--- config.mk ---
export PLATFORM = sky130hd
export DESIGN_NAME = color_meas_ctrl
export DESIGN_NICKNAME = d
export VERILOG_FILES = /design/src/color_meas_ctrl.v
export VERILOG_INCLUDE_DIRS = /design/src
export SDC_FILE = /design/constraint.sdc
export NUM_CORES = 1
export LEC_CHECK = 0
export BUFFER_PORTS_ARGS = -buffer_cell sky130_fd_sc_hd__buf_2
export CAP_MARGIN = 10
export CELL_PAD_IN_SITES_DETAIL_PLACEMENT = 1
export CELL_PAD_IN_SITES_GLOBAL_PLACEMENT = 1
export CORE_MARGIN = 3
export CORE_UTILIZATION = 49
export CTS_CLUSTER_DIAMETER = 30
export DETAILED_ROUTE_END_ITERATION = 12
export GPL_TIMING_DRIVEN = 1
export PLACE_DENSITY_LB_ADDON = 0.1
export SLEW_MARGIN = 20
export SYNTH_ARGS = -nofsm -noshare
export SYNTH_HDL_FRONTEND = slang
export SYNTH_SLANG_ARGS = --single-unit
--- constraint.sdc ---
create_clock -name ref_clk -period 7.7 [get_ports ref_clk]
set_clock_uncertainty 0.1 [all_clocks]
set_input_delay 1.54 -clock ref_clk [delete_from_list [all_inputs] [get_ports ref_clk]]
set_output_delay 1.54 -clock ref_clk [all_outputs]
set_load 0.01 [all_outputs]
--- src/color_meas_defs.vh ---
// constants for the colour sensor measurement control block
`ifndef COLOR_MEAS_DEFS_VH
`define COLOR_MEAS_DEFS_VH
// register indices
`define REG_MODE 4'h0
`define REG_CONV 4'h1
`define REG_TRIG 4'h2
`define REG_THR_CFG 4'h3
`define REG_THR_LO 4'h4
`define REG_THR_HI 4'h5
`define REG_FLAGS 4'h6
`define REG_ALERT 4'h7
`define REG_RES0 4'h8
// modes
`define MODE_OFF 2'h0
`define MODE_FORCED 2'h1
`define MODE_ONESHOT 2'h2
`define MODE_CONT 2'h3
// alert function codes
`define ALERT_FAULT 2'h0
`define ALERT_EACH 2'h1
`define ALERT_SET 2'h3
// timing in ns and in clock cycles, at a 25 ns clock period
`define CLK_PERIOD_NS 25
`define ALERT_PULSE_NS 1000
`define ALERT_PULSE_CYC (`ALERT_PULSE_NS / `CLK_PERIOD_NS)
`define RANGE_RESET_NS 500000
`define RANGE_RESET_CYC ((`RANGE_RESET_NS + `CLK_PERIOD_NS - 1) / `CLK_PERIOD_NS)
`define WAKE_NS 100000
`define WAKE_CYC ((`WAKE_NS + `CLK_PERIOD_NS - 1) / `CLK_PERIOD_NS)
`define CONV_BASE_CYC 24000
// reset values
`define CONV_RST 4'h0
`define FAULT_CNT_RST 2'h0
`endif

--- src/color_meas_ctrl.v ---
// measurement sequencer, result store and threshold logic
//
// The implementer's own choices: the strobed register port and the register offsets.
`timescale 1ns/1ps
`include "color_meas_defs.vh"
module color_meas_ctrl #(
   parameter DW = 16,
   parameter CONV_BASE = `CONV_BASE_CYC,
   parameter RANGE_RESET = `RANGE_RESET_CYC,
   parameter WAKE = `WAKE_CYC
) (
   // clock and reset
   input wire ref_clk,
   input wire arst_n,
   // register port
   input wire [3:0] addr,
   input wire [31:0] wdata,
   input wire wr_stb,
   input wire rd_stb,
   output reg [31:0] rdata_ff,
   // analog front end
   output wire afe_power,
   output wire [1:0] afe_channel,
   output wire afe_range_reset,
   input wire [DW-1:0] afe_sample,
   input wire [3:0] afe_range,
   // alert pin, open drain, oe low drives low
   input wire alert_in,
   output wire alert_out,
   output wire alert_oe_n
);
   localparam ST_IDLE = 3'h0;
   localparam ST_WAKE = 3'h1;
   localparam ST_RRST = 3'h2;
   localparam ST_CONV = 3'h3;
   localparam ST_DONE = 3'h4;
   localparam [31:0] PULSE_FULL = `ALERT_PULSE_CYC;

   reg [1:0] mode_ff;
   reg [3:0] conv_ff;
   reg trig_ff;
   reg [1:0] thr_sel_ff;
   reg [1:0] fault_cfg_ff;
   reg [DW-1:0] thr_lo_ff;
   reg [DW-1:0] thr_hi_ff;
   reg flag_lo_ff;
   reg flag_hi_ff;
   reg [1:0] alert_fn_ff;
   reg alert_dir_in_ff;
   reg fast_wake_hold_ff;
   reg alert_pol_ff;

   reg [2:0] st_ff;
   reg [1:0] run_mode_ff;
   reg [1:0] ch_ff;
   reg [31:0] tmr_ff;
   reg [DW-1:0] result_ff [0:3];
   reg [3:0] range_ff [0:3];
   reg [3:0] per_channel_sample_count_ff [0:3];
   reg [3:0] per_channel_check_bits_ff [0:3];
   reg [3:0] fault_run_ff;
   reg [7:0] pulse_ff;
   reg alert_in_d_ff;
   reg powered_ff;

   wire wr_trig = wr_stb && addr == `REG_TRIG && wdata[0];
   wire pin_trig = alert_dir_in_ff && alert_in && !alert_in_d_ff;
   wire one_shot = mode_ff == `MODE_FORCED || mode_ff == `MODE_ONESHOT;
   wire start = mode_ff == `MODE_CONT || (one_shot && (trig_ff || pin_trig));
   wire [31:0] conv_cyc = CONV_BASE * ({28'h0, conv_ff} + 32'h1);
   wire conv_end = st_ff == ST_CONV && tmr_ff == 32'h0;
   wire [DW-1:0] sel_val = (ch_ff == thr_sel_ff) ? afe_sample :
      result_ff[thr_sel_ff];
   wire is_lo = sel_val < thr_lo_ff;
   wire is_hi = sel_val > thr_hi_ff;
   wire [3:0] fault_need = 4'h1 << fault_cfg_ff;
   wire [3:0] nxt_run = fault_run_ff + 4'h1;
   wire fault_hit = conv_end && ch_ff == thr_sel_ff && (is_lo || is_hi);

   assign afe_power = powered_ff;
   assign afe_channel = ch_ff;
   assign afe_range_reset = st_ff == ST_RRST;

   // check bits: fold of result and counter
   function [3:0] check_fold;
      input [DW-1:0] v;
      input [3:0] c;
      integer i;
      begin
         check_fold = c;
         for (i = 0; i < DW; i = i + 1) begin
            check_fold[i % 4] = check_fold[i % 4] ^ v[i];
         end
      end
   endfunction

   // sequencer
   always @(posedge ref_clk or negedge arst_n) begin
      if (!arst_n) begin
         st_ff <= ST_IDLE;
         run_mode_ff <= `MODE_OFF;
         ch_ff <= 2'h0;
         tmr_ff <= 32'h0;
         powered_ff <= 1'b0;
      end else begin
         case (st_ff)
            ST_IDLE: begin
               powered_ff <= fast_wake_hold_ff && one_shot;
               if (start) begin
                  run_mode_ff <= mode_ff;
                  ch_ff <= 2'h0;
                  powered_ff <= 1'b1;
                  if (powered_ff) begin
                     st_ff <= (mode_ff == `MODE_FORCED) ? ST_RRST : ST_CONV;
                     tmr_ff <= (mode_ff == `MODE_FORCED) ?
                        RANGE_RESET - 1 : conv_cyc - 32'h1;
                  end else begin
                     st_ff <= ST_WAKE;
                     tmr_ff <= WAKE - 1;
                  end
               end
            end
            ST_WAKE: begin
               if (tmr_ff == 32'h0) begin
                  st_ff <= (run_mode_ff == `MODE_FORCED) ? ST_RRST : ST_CONV;
                  tmr_ff <= (run_mode_ff == `MODE_FORCED) ?
                     RANGE_RESET - 1 : conv_cyc - 32'h1;
               end else begin
                  tmr_ff <= tmr_ff - 32'h1;
               end
            end
            ST_RRST: begin
               if (tmr_ff == 32'h0) begin
                  st_ff <= ST_CONV;
                  tmr_ff <= conv_cyc - 32'h1;
               end else begin
                  tmr_ff <= tmr_ff - 32'h1;
               end
            end
            ST_CONV: begin
               if (tmr_ff == 32'h0) begin
                  ch_ff <= ch_ff + 2'h1;
                  tmr_ff <= conv_cyc - 32'h1;
                  if (run_mode_ff != `MODE_CONT && ch_ff == 2'h3) begin
                     st_ff <= ST_DONE;
                  end else if (run_mode_ff == `MODE_CONT &&
                     mode_ff != `MODE_CONT) begin
                     st_ff <= ST_IDLE;
                  end
               end else begin
                  tmr_ff <= tmr_ff - 32'h1;
               end
            end
            ST_DONE: begin
               st_ff <= ST_IDLE;
               powered_ff <= fast_wake_hold_ff;
            end
            default: st_ff <= ST_IDLE;
         endcase
      end
   end

   // results, ranges, counters and check bits
   integer k;
   always @(posedge ref_clk or negedge arst_n) begin
      if (!arst_n) begin
         for (k = 0; k < 4; k = k + 1) begin
            result_ff[k] <= {DW{1'b0}};
            range_ff[k] <= 4'h0;
            per_channel_sample_count_ff[k] <= 4'h0;
            per_channel_check_bits_ff[k] <= 4'h0;
         end
      end else begin
         if (st_ff == ST_RRST) begin
            for (k = 0; k < 4; k = k + 1) begin
               range_ff[k] <= 4'h0;
            end
         end
         if (conv_end) begin
            result_ff[ch_ff] <= afe_sample;
            range_ff[ch_ff] <= afe_range;
            per_channel_sample_count_ff[ch_ff] <=
               per_channel_sample_count_ff[ch_ff] + 4'h1;
            per_channel_check_bits_ff[ch_ff] <= check_fold(afe_sample,
               per_channel_sample_count_ff[ch_ff] + 4'h1);
         end
      end
   end

   // threshold faults and flags
   always @(posedge ref_clk or negedge arst_n) begin
      if (!arst_n) begin
         fault_run_ff <= 4'h0;
         flag_lo_ff <= 1'b0;
         flag_hi_ff <= 1'b0;
      end else begin
         if (conv_end && ch_ff == thr_sel_ff) begin
            if (fault_hit) begin
               fault_run_ff <= (nxt_run >= fault_need) ? fault_need : nxt_run;
            end else begin
               fault_run_ff <= 4'h0;
            end
         end
         // set beats the read clear
         if (fault_hit && nxt_run >= fault_need) begin
            flag_lo_ff <= is_lo;
            flag_hi_ff <= is_hi;
         end else if (rd_stb && addr == `REG_FLAGS) begin
            flag_lo_ff <= 1'b0;
            flag_hi_ff <= 1'b0;
         end
      end
   end

   // alert pulse and trigger pin edge
   always @(posedge ref_clk or negedge arst_n) begin
      if (!arst_n) begin
         pulse_ff <= 8'h0;
         alert_in_d_ff <= 1'b0;
      end else begin
         alert_in_d_ff <= alert_in;
         if (conv_end && !alert_dir_in_ff &&
            (alert_fn_ff == `ALERT_EACH ||
            (alert_fn_ff == `ALERT_SET && ch_ff == 2'h3))) begin
            pulse_ff <= PULSE_FULL[7:0];
         end else if (pulse_ff != 8'h0) begin
            pulse_ff <= pulse_ff - 8'h1;
         end
      end
   end

   wire alert_act = (alert_fn_ff == `ALERT_FAULT) ? (flag_lo_ff | flag_hi_ff)
      : (pulse_ff != 8'h0);
   wire pin_low = !alert_dir_in_ff && (alert_act ^ alert_pol_ff);
   assign alert_out = 1'b0;
   assign alert_oe_n = !pin_low;

   // register writes
   always @(posedge ref_clk or negedge arst_n) begin
      if (!arst_n) begin
         mode_ff <= `MODE_OFF;
         conv_ff <= `CONV_RST;
         trig_ff <= 1'b0;
         thr_sel_ff <= 2'h0;
         fault_cfg_ff <= `FAULT_CNT_RST;
         thr_lo_ff <= {DW{1'b0}};
         thr_hi_ff <= {DW{1'b1}};
         alert_fn_ff <= `ALERT_FAULT;
         alert_dir_in_ff <= 1'b0;
         fast_wake_hold_ff <= 1'b0;
         alert_pol_ff <= 1'b0;
      end else begin
         if (st_ff == ST_DONE) begin
            trig_ff <= 1'b0;
         end else if (st_ff == ST_IDLE && pin_trig) begin
            trig_ff <= 1'b0;
         end
         if (wr_trig && one_shot) begin
            trig_ff <= 1'b1;
         end
         if (wr_stb) begin
            case (addr)
               `REG_MODE: begin
                  mode_ff <= wdata[1:0];
                  fast_wake_hold_ff <= wdata[2];
               end
               `REG_CONV: conv_ff <= wdata[3:0];
               `REG_THR_CFG: begin
                  thr_sel_ff <= wdata[1:0];
                  fault_cfg_ff <= wdata[3:2];
               end
               `REG_THR_LO: thr_lo_ff <= wdata[DW-1:0];
               `REG_THR_HI: thr_hi_ff <= wdata[DW-1:0];
               `REG_ALERT: begin
                  alert_fn_ff <= wdata[1:0];
                  alert_dir_in_ff <= wdata[2];
                  alert_pol_ff <= wdata[3];
               end
               default: ;
            endcase
         end
      end
   end

   // register reads
   always @(posedge ref_clk or negedge arst_n) begin
      if (!arst_n) begin
         rdata_ff <= 32'h0;
      end else if (rd_stb) begin
         case (addr)
            `REG_MODE: rdata_ff <= {29'h0, fast_wake_hold_ff, mode_ff};
            `REG_CONV: rdata_ff <= {28'h0, conv_ff};
            `REG_TRIG: rdata_ff <= {29'h0, st_ff == ST_IDLE, powered_ff,
               trig_ff};
            `REG_THR_CFG: rdata_ff <= {28'h0, fault_cfg_ff, thr_sel_ff};
            `REG_THR_LO: rdata_ff <= {{(32-DW){1'b0}}, thr_lo_ff};
            `REG_THR_HI: rdata_ff <= {{(32-DW){1'b0}}, thr_hi_ff};
            `REG_FLAGS: rdata_ff <= {30'h0, flag_hi_ff, flag_lo_ff};
            `REG_ALERT: rdata_ff <= {28'h0, alert_pol_ff, alert_dir_in_ff,
               alert_fn_ff};
            default: begin
               if (addr >= `REG_RES0 && addr <= `REG_RES0 + 4'h3) begin
                  rdata_ff <= {range_ff[addr[1:0]],
                     per_channel_check_bits_ff[addr[1:0]],
                     per_channel_sample_count_ff[addr[1:0]],
                     {(20-DW){1'b0}}, result_ff[addr[1:0]]};
               end else begin
                  rdata_ff <= 32'h0;
               end
            end
         endcase
      end else begin
         rdata_ff <= 32'h0;
      end
   end

endmodule

---- Word level (Yosys, flattened, before mapping) ----
Index checks and enable logic that the tools add are counted.
cells by class
  add/sub/neg operators ................... 7
  $mul .................................... 1
  magnitude comparators ................... 9
  eq/ne operators ......................... 27
  shift operators ......................... 1
  mux-type cells .......................... 65
  bitwise operators ....................... 21
  reduce and logical (&&, ||, !) cells .... 51
operators with widths
  cell                   number
  $mux 32                8
  $pmux 32 s8            1
  $mux 16                8
  $pmux 32 s3            1
  $bmux 16 s2            2
  $bwmux 64              1
  $bwmux 16              3
  $mux 4                 11
  $bmux 4 s2             4
  $demux 16 s2           1
  $logic_not 32->1       1
  $sub 32x1->32 const B  1
  $logic_and 1x1->1      21
  $sub 20x1->21 const B  1
  $mux 3                 6
  $xor 1x1->1            17
  $eq 4x3->1 const B     4
  $gt 16x16->1           1
  $lt 16x16->1           1
  $mux 8                 2
  $reduce_and 2->1       8
  $mul 9x5->14 const A   1
  $pmux 3 s4             1
  $eq 2x2->1 const B     5
  38 further kinds       72
word-level totals
  flip-flop bits (word level) ............. 247
  output and inout port bits .............. 38
  word-level logic and storage cells ...... 220

---- Longest topological paths before layout ----
Gate-level depths: netlist of run 1.
  depth after elaboration ................. 10
  mapped depth ............................ 19

---- Least setup slack after synthesis of run 1 ----
No wires, ideal clock.
  path type ............................... flip-flop to flip-flop
  from .................................... register conv_ff[0]
  to ...................................... register tmr_ff[26]
  setup time .............................. 65 ps
  arrival ................................. 5,287 ps
  slack ................................... 2,248 ps
  cell stages (with the launch flop) ...... 18
  period minus slack after synthesis ...... 5,452 ps
  cells stage by stage .................... dfrtp_1 nand3_1 xnor2_1 ha_1 fa_1 inv_1 fa_1 inv_1 ha_1 and2_1 a221o_1 or3_4 a2111oi_4 nand3_2 or4b_4 buf_6 a31oi_1 o22a_1
on the way
  word-level cells in the longest chain between the ends .. 7
ends and longest elaborated chain
  item                      line                   text
  start: declaration        color_meas_ctrl.v:40   reg [3:0] conv_ff;
  start signal: assignment  color_meas_ctrl.v:242  conv_ff <= `CONV_RST;
  start signal: assignment  color_meas_ctrl.v:267  `REG_CONV: conv_ff <= wdata[3:0];
  $add 4x1->5 *             color_meas_ctrl.v:70   wire [31:0] conv_cyc = CONV_BASE * ({28'h0, conv_ff} + 32'h1);
  $mul 9x5->14 *            color_meas_ctrl.v:70
  $sub 20x1->21 *           --
  $mux 32                   color_meas_ctrl.v:115  tmr_ff <= (mode_ff == `MODE_FORCED) ?
  $mux 32                   color_meas_ctrl.v:113  if (powered_ff) begin
  $mux 32                   color_meas_ctrl.v:109  if (start) begin
  $pmux 32 s3 *             color_meas_ctrl.v:106  case (st_ff)
  end signal: assignment    color_meas_ctrl.v:115
  end signal: assignment    color_meas_ctrl.v:119  tmr_ff <= WAKE - 1;
  end signal: assignment    color_meas_ctrl.v:126  tmr_ff <= (run_mode_ff == `MODE_FORCED) ?
  end: declaration          color_meas_ctrl.v:56   reg [31:0] tmr_ff;
Every way passes the cells marked *; elsewhere a longest branch is shown, timed or not. The select of a mux whose other input is x is not followed.
A chain may end at the register's enable or synchronous reset.

---- Worst setup path in the final report of run 1 ----
  from .................................... register conv_ff[0]
  to ...................................... register tmr_ff[23]
Same word-level chain as after synthesis.

==> flow_metrics.env, run 1 <==
export IMPL_status="finished clean"
export IMPL_finalPower_uw=7350
export IMPL_syn_avg_cell_area_um2=10.9
export IMPL_layout_common_cells="dfrtp_1, mux2_2, nand2_1"
export IMPL_hold_violations=0
export IMPL_synth_distinct_cells=83
export IMPL_gr_total_overflow=0
export IMPL_critPathCaptureType="flip-flop"
export IMPL_placed_area_um2=15200
export IMPL_drt_initial_drc_count=701
export IMPL_switching_share=0.372
export IMPL_crit_start="conv_ff[0]$_DFFE_PN0P_"
export IMPL_portBuffers=77
export IMPL_cp_arrival_ns=6.50
export IMPL_clkPwrFrac=0.390
export IMPL_cts_path_max_buffers=3
export IMPL_antenna_found_initial=1
export IMPL_reg2reg_to="tmr_ff[23]$_DFFE_PN0P_"
export IMPL_final_util=0.608
export IMPL_die_w_um=178
export IMPL_core_um2=28900
export IMPL_relSlewSlack=0.301
export IMPL_drc=0
export IMPL_drv_cap=0
export IMPL_postCtsHoldBufs=0
export IMPL_slowest_delay_ns=0.66
export IMPL_p_int_uw=4610
export IMPL_place_hpwl_mm=26.8
export IMPL_clock_sinks=243
export IMPL_combinationalPowerShare=0.389
export IMPL_crit_chain="nand3_1 -> xnor2_1 -> ha_1 -> fa_1 -> inv_1 -> fa_1 -> inv_1 -> ha_1 -> and2_1 -> a221o_1 -> or3_4 -> a2111oi_4 -> nand3_2 -> or4b_4 -> nand2_1 -> o22a_1"
export IMPL_track_usage=0.276
export IMPL_crit_end="tmr_ff[23]$_DFFE_PN0P_"
export IMPL_start_util=0.502
export IMPL_grt_max_degree=194
export IMPL_switchingPower_uw=2730
export IMPL_synth_cells=1327
export IMPL_syn_to_final_growth_pct=21.3
export IMPL_r2r_cells=16
export IMPL_n_antenna_cell=0
export IMPL_ys_warn_count=0
export IMPL_critPathKind="reg2reg"
export IMPL_post_cts_buffers=0
export IMPL_fin_crit_sh=0.795
export IMPL_cts_resized=0
export IMPL_worst_ir_drop_vdd_mv=0.323
export IMPL_final_area_um2=17600
export IMPL_hp_class="reg2reg"
export IMPL_worstReg2RegStart="conv_ff[0]$_DFFE_PN0P_"
export IMPL_final_common_cell="dfrtp_1"
export IMPL_ys_async_sr_fraction=1.00
export IMPL_cts_tree="done"
export IMPL_drive_gt1_frac=0.280
export IMPL_synth_seq_area_share=0.420
export IMPL_fillerInstances=2989
export IMPL_wl_per_cell_um=23.2
export IMPL_ys_ff_latch=243
export IMPL_grt_setup_unrepaired="false"
export IMPL_start_kind="flip-flop"
export IMPL_slowest_stage="or4b_4"
export IMPL_final_antenna_net_count=0
export IMPL_worst_slew_pin_slew_ns=1.04
export IMPL_grt_pass1_wl_mm=68.8
export IMPL_fin_tns_setup_ns=0
export IMPL_layout_nets=1565
export IMPL_timing_final_max_slew_violations=0
export IMPL_num_vias=11403
export IMPL_ff2ff_setup_slack_ns=1.58
export IMPL_setup_viol_count_final=0
export IMPL_die_h_um=178
export IMPL_clock_root_buffer="clkbuf_16"
export IMPL_required_ns=8.08
export IMPL_cts_buffers=68
export IMPL_dr_pass1_iters=6
export IMPL_via_per_inst=6.14
export IMPL_insertion_delay_ns=0.55
export IMPL_crit_fanout=11
export IMPL_row_count=62
export IMPL_htreeDepth=3
export IMPL_fmax_mhz=163
export IMPL_finalCriticalPeriod_ns=6.12
export IMPL_synth_edf_count=0
export IMPL_gp_congestion=0.840
export IMPL_pwr_share_seq=0.222
export IMPL_die_area_um2=31700
export IMPL_path_clk_slew_ns=0.05
export IMPL_ys_dominant_reg_cell="dfrtp_1"
export IMPL_power_density_nw_per_um2=417
export IMPL_netlist_area_um2=14500
export IMPL_grt_pass1_vias=12559
export IMPL_routed_wl_mm=43.2
export IMPL_top_level_ports=99
export IMPL_whs_ns=0.372
export IMPL_cellLeakagePower_uw=0.00796
==> final cells by class <==
type / instances / area (µm²) / area share
repair buffers: 90 / 526 / 0.0299
inverters: 75 / 282 / 0.0160
clock buffers: 93 / 1990 / 0.113
clock inverters: 31 / 372 / 0.0211
flip-flops and latches: 243 / 6100 / 0.347
multi-input cells: 942 / 7850 / 0.446
well taps: 384 / 480 / 0.0273
==> flip-flops by register name (all words and copies together) (netlist names), 4 cells and up <==
name and cells:
per_channel_check_bits_ff 16, conv_ff 4, thr_lo_ff 16, rdata_ff 28, per_channel_sample_count_ff 16, range_ff 16, pulse_ff 8, tmr_ff 32
result_ff 64, fault_run_ff 4, thr_hi_ff 16
==> Yosys cell counts (all sizes together) (11+ instances only) <==
library cell	number	area (µm²)
a211oi	13	97.6
a21o	14	105
a21oi	49	245
a222oi	12	120
a31oi	15	93.8
and2	11	68.8
and3	19	119
buf	16	91.3
clkbuf	55	206
dfrtp	227	5680
dfstp	16	420
ha	74	926
inv	75	282
mux2	133	1500
mux4	51	1150
nand2	91	342
nand2b	15	93.8
nand3	31	160
nor2	59	221
nor2b	19	119
nor3	30	155
nor4	14	93.8
o211ai	11	82.6
o21ai	87	443
or3	13	86.3
xnor2	40	350
xor2	13	114
==> cells by family (layout without fill, tap and decap cells) <==
group / Yosys count / count (layout) / share of synthesized area
DFF: 243 / 243 / 0.420
buffers and inverters: 146 / 289 / 0.0399
muxes: 190 / 190 / 0.186
adders and majority gates: 84 / 84 / 0.0776
AOI/OAI and AO/OA: 264 / 264 / 0.119
other: 1 / 5 / 0.000258
and+or+nand+nor: 346 / 346 / 0.125
xor gates and xnor gates: 53 / 53 / 0.0320
==> worst min path at each step <==
stage | end | slack (ns) | startpoint | cells after the start
floorplan | per_channel_check_bits_ff[4]$_DFFE_PN0P_ | 0.34 | per_channel_check_bits_ff[4]$_DFFE_PN0P_ | 2
global placement | per_channel_check_bits_ff[8]$_DFFE_PN0P_ | 0.36 | per_channel_check_bits_ff[8]$_DFFE_PN0P_ | 2
detailed placement | per_channel_check_bits_ff[0]$_DFFE_PN0P_ | 0.37 | per_channel_check_bits_ff[0]$_DFFE_PN0P_ | 2
CTS | per_channel_check_bits_ff[0]$_DFFE_PN0P_ | 0.38 | per_channel_check_bits_ff[0]$_DFFE_PN0P_ | 2
global route | per_channel_check_bits_ff[0]$_DFFE_PN0P_ | 0.42 | per_channel_check_bits_ff[0]$_DFFE_PN0P_ | 2
finish | per_channel_check_bits_ff[0]$_DFFE_PN0P_ | 0.37 | per_channel_check_bits_ff[0]$_DFFE_PN0P_ | 2
==> metal layers <==
metal	vias up	GRT usage	part of all wire
met4	2	0.0985	0.028
li1	5084	-	-
met1	5936	0.347	0.42
met5	-	0	0.00016
met3	90	0.0498	0.043
met2	291	0.479	0.51
==> power groups by stage <==
stage / combinational, µW / sequential [µW] / clock, µW
after floorplan: 2130 / 1560 / 0
after global placement: 2710 / 1620 / 0
after detailed placement: 2780 / 1630 / 0
after CTS: 2850 / 1620 / 2900
after global routing: 3170 / 1650 / 2970
final: 2860 / 1630 / 2860
==> critical path, delay by kind of cell, from the launching register on <==
family | cells | cell delay, ns
AO/OA/AOI/OAI | 3 | 0.98
XOR/XNOR | 1 | 0.60
adder cells (fa/ha/maj) | 4 | 1.81
buffers and inverters | 2 | 0.11
flip-flops | 1 | 0.53
AND/OR/NAND/NOR | 6 | 1.93
==> stage by stage <==
stage	setup WS (ns)	cells
2_1_floorplan	2.25	1331
3_3_place_gp	1.68	1733
3_5_place_dp	1.53	1733
4_1_cts	1.52	1857
5_1_grt	1.11	1858
6_report	1.58	1858
Power figures use the tool's default switching activity.
==> inputs of run 2 (changes only) <==
--- a/config.mk
+++ b/config.mk
@@ -6,12 +6,13 @@
 export SDC_FILE = /design/constraint.sdc
 export NUM_CORES = 1
 export LEC_CHECK = 0
+export ABC_AREA = 1
 export BUFFER_PORTS_ARGS = -buffer_cell sky130_fd_sc_hd__buf_2
 export CAP_MARGIN = 10
 export CELL_PAD_IN_SITES_DETAIL_PLACEMENT = 1
 export CELL_PAD_IN_SITES_GLOBAL_PLACEMENT = 1
 export CORE_MARGIN = 3
-export CORE_UTILIZATION = 49
+export CORE_UTILIZATION = 42
 export CTS_CLUSTER_DIAMETER = 30
 export DETAILED_ROUTE_END_ITERATION = 12
 export GPL_TIMING_DRIVEN = 1
==> constraint.sdc (replaced) <==
create_clock -name ref_clk -period 5.35 [get_ports ref_clk]
set_clock_uncertainty 0.1 [all_clocks]
set_input_delay 1.07 -clock ref_clk [delete_from_list [all_inputs] [get_ports ref_clk]]
set_output_delay 1.07 -clock ref_clk [all_outputs]
set_load 0.01 [all_outputs]
==> run 2 against run 1 <==
  * Non-clock buffer count increased by 3
  * Highest routed layer is now met4
  * Global-route usage decreased by 2.5 points
  * Largest cell class unchanged
  * Design area increased by 0.13%
  * Largest power group is now clock
  * Routed wire length increased by 4.5%
  * Synthesized cell count increased by 39%
  * Utilization decreased by 8.7 points
  * Worst hold slack improved by 0.0057 ns
  * Fmax increased by 24%
  * Die area increased by 16%
==> flow_metrics.env, run 2 <==
export IMPL_multi_input_area_um2=7270
export IMPL_die_w_um=192
export IMPL_yosys_area_top_type="dfrtp_1"
export IMPL_dr_pass1_iters=5
export IMPL_required_ns=5.72
export IMPL_synth_edf_count=0
export IMPL_syn_to_final_growth_pct=21.2
export IMPL_cts_path_max_buffers=3
export IMPL_timing_final_max_slew_violations=0
export IMPL_finalCriticalPeriod_ns=4.94
export IMPL_final_common_cell="nand2_1"
export IMPL_cellLeakagePower_uw=0.00865
export IMPL_wl_per_cell_um=18.5
export IMPL_worst_slew_pin_slew_ns=1.10
export IMPL_netlist_area_um2=14500
export IMPL_fin_crit_sh=0.923
export IMPL_track_usage=0.251
export IMPL_postCtsHoldBufs=0
export IMPL_grt_pass1_wl_mm=73.4
export IMPL_synth_distinct_cells=50
export IMPL_path_clk_slew_ns=0.04
export IMPL_top_level_ports=99
export IMPL_fillerInstances=4107
export IMPL_grt_setup_unrepaired="false"
export IMPL_largest_register="result_ff"
export IMPL_crit_fanout=12
export IMPL_worst_ir_drop_vdd_mv=0.392
export IMPL_drt_initial_drc_count=510
export IMPL_fmax_mhz=203
export IMPL_htreeDepth=3
export IMPL_ys_async_sr_fraction=1.00
export IMPL_drv_cap=0
export IMPL_synth_cells=1850
export IMPL_yosys_top_cells_area="dfrtp_1, nand2_1, o21ai_0, ha_1, inv_1"
export IMPL_insertion_delay_ns=0.58
export IMPL_post_cts_buffers=0
export IMPL_layout_nets=2090
export IMPL_cts_resized=0
export IMPL_seq_area_um2=6100
export IMPL_drive_gt1_frac=0.139
export IMPL_synth_most_common_cell="nand2_1"
export IMPL_cts_buffers=68
export IMPL_die_h_um=192
export IMPL_ys_top_cells_by_count="nand2_1, o21ai_0, dfrtp_1, inv_1, nor2_1"
export IMPL_yosysTopAreaCellShare=0.391
export IMPL_hold_depth=2
export IMPL_row_count=67
export IMPL_hold_violations=0
export IMPL_gp_congestion=0.818
export IMPL_ys_warn_count=0
export IMPL_r2r_cells=24
export IMPL_gr_total_overflow=0
export IMPL_portBuffers=77
export IMPL_largest_reg_flops=64
export IMPL_critPathCaptureType="flip-flop"
export IMPL_final_antenna_net_count=0
export IMPL_grt_pass1_vias=14233
export IMPL_cp_arrival_ns=5.31
export IMPL_power_density_nw_per_um2=574
export IMPL_place_hpwl_mm=30.1
export IMPL_ys_dominant_reg_cell="dfrtp_1"
export IMPL_core_um2=33800
export IMPL_hp_class="reg2reg"
export IMPL_clock_root_buffer="clkbuf_16"
export IMPL_ys_ff_latch=243
export IMPL_layout_common_cells="nand2_1, o21ai_0, dfrtp_1"
export IMPL_crit_path_frequent_cell="nand2_1"
export IMPL_syn_avg_cell_area_um2=7.86
export IMPL_critPathKind="reg2reg"
export IMPL_slowest_stage="fa_1"
export IMPL_grt_max_degree=109
export IMPL_synth_seq_area_share=0.420
export IMPL_cts_tree="done"
export IMPL_die_area_um2=36900
export IMPL_setup_viol_count_final=0
export IMPL_via_per_inst=5.37
export IMPL_drc=0
export IMPL_reg_largest_list="result_ff (64), tmr_ff (32), rdata_ff (28)"
export IMPL_num_vias=13123
export IMPL_clock_sinks=243
export IMPL_antenna_found_initial=1
export IMPL_start_kind="flip-flop"
export IMPL_start_util=0.430
export IMPL_whs_ns=0.377
export IMPL_routed_wl_mm=45.1
export IMPL_relSlewSlack=0.265
export IMPL_status="finished clean"
export IMPL_fin_tns_setup_ns=0
export IMPL_slowest_delay_ns=0.56
export IMPL_crit_chain="buf_4 -> nand3_1 -> xor2_1 -> inv_2 -> fa_1 -> fa_1 -> inv_1 -> fa_1 -> inv_1 -> ha_1 -> a21oi_2 -> nand2_1 -> nand2_1 -> nand2_2 -> nand2_1 -> nand2_1 -> nand2_1 -> nand2_1 -> nor2_1 -> and2_1 -> nand3_2 -> o21ai_2 -> inv_2 -> a21oi_1"
[run 2: cell count changes after synthesis, moves of 19 or more]
| cell | change |
|---|---|
| nor2b_1 | -19 |
| nor2_1 | +142 |
| and3_1 | -19 |
| nand3_1 | +28 |
| mux2_2 | -119 |
| inv_1 | +146 |
| o21ai_0 | +182 |
| a22oi_1 | +45 |
| xor2_1 | +23 |
| o22ai_1 | +22 |
| mux4_2 | -51 |
| nand2_1 | +270 |
[run 2: layout make-up]
type	instances	share of cell area
Clock buffer	96	0.112
Inverter	230	0.0490
Clock inverter	22	0.0184
Antenna cell	1	0.000142
Tap cell	448	0.0318
Sequential cell	243	0.346
Multi-Input combinational cell	1309	0.413
Timing Repair Buffer	93	0.0300
[run 2: per-stage QoR]
step / area (µm²) / total power [µW] / worst slack (ns) / util / instances
finish: 17600 / 10100 / 0.412 / 0.522 / 2442
CTS: 17600 / 10200 / 0.266 / 0.521 / 2441
global placement: 15300 / 5930 / 0.481 / 0.453 / 2323
floorplan: 14500 / 5090 / 0.800 / - / 1854
global route: 17600 / 10900 / 0.0104 / 0.522 / 2442
detailed placement: 15300 / 6050 / 0.301 / 0.453 / 2323
[run 2: path summary, 6_finish.rpt]
path                                            from  slack [ns]                        end
setup / recovery              conv_ff[0]$_DFFE_PN0P_        0.41     tmr_ff[31]$_DFFE_PN0P_
setup reg to reg              conv_ff[0]$_DFFE_PN0P_        0.41     tmr_ff[31]$_DFFE_PN0P_
min in group asynchronous                     arst_n        0.44    pulse_ff[5]$_DFFE_PN0P_
max in group asynchronous                     arst_n        3.59     rdata_ff[28]$_DFF_PN0_
hold / removal             thr_lo_ff[12]$_DFFE_PN0P_        0.38  thr_lo_ff[12]$_DFFE_PN0P_
hold reg to reg            thr_lo_ff[12]$_DFFE_PN0P_        0.38  thr_lo_ff[12]$_DFFE_PN0P_
[run 2: power breakdown]
part	total, µW	internal (µW)	switching (µW)
clock network	4030	2860	1170
registers	2340	2100	240
logic	3740	1310	2430
total	10100	6270	3840
[run 2: routing by layer]
layer  track usage  wire length [µm]
met1         0.301             19400
met2         0.451             22900
met3        0.0418              1390
met4        0.0947              1440
met5             0                 0
[run 2: worst max-delay path, delay by kind of cell (launching register included)]
| kind | cells | cell delay [ns] |
|---|---|---|
| buffers and inverters | 5 | 0.60 |
| AOI/OAI and AO/OA | 3 | 0.53 |
| DFF | 1 | 0.41 |
| xor gates and xnor gates | 1 | 0.25 |
| and+or+nand+nor | 11 | 1.12 |
| adders and majority gates | 4 | 1.86 |
[run 2: cell families after synthesis]
kind of cell,Yosys count,synth area share
DFF,243,0.420
xor gates and xnor gates,60,0.0367
buffers and inverters,302,0.0824
and+or+nand+nor,705,0.205
adders and majority gates,84,0.0775
other,1,0.000258
AOI/OAI and AO/OA,455,0.179
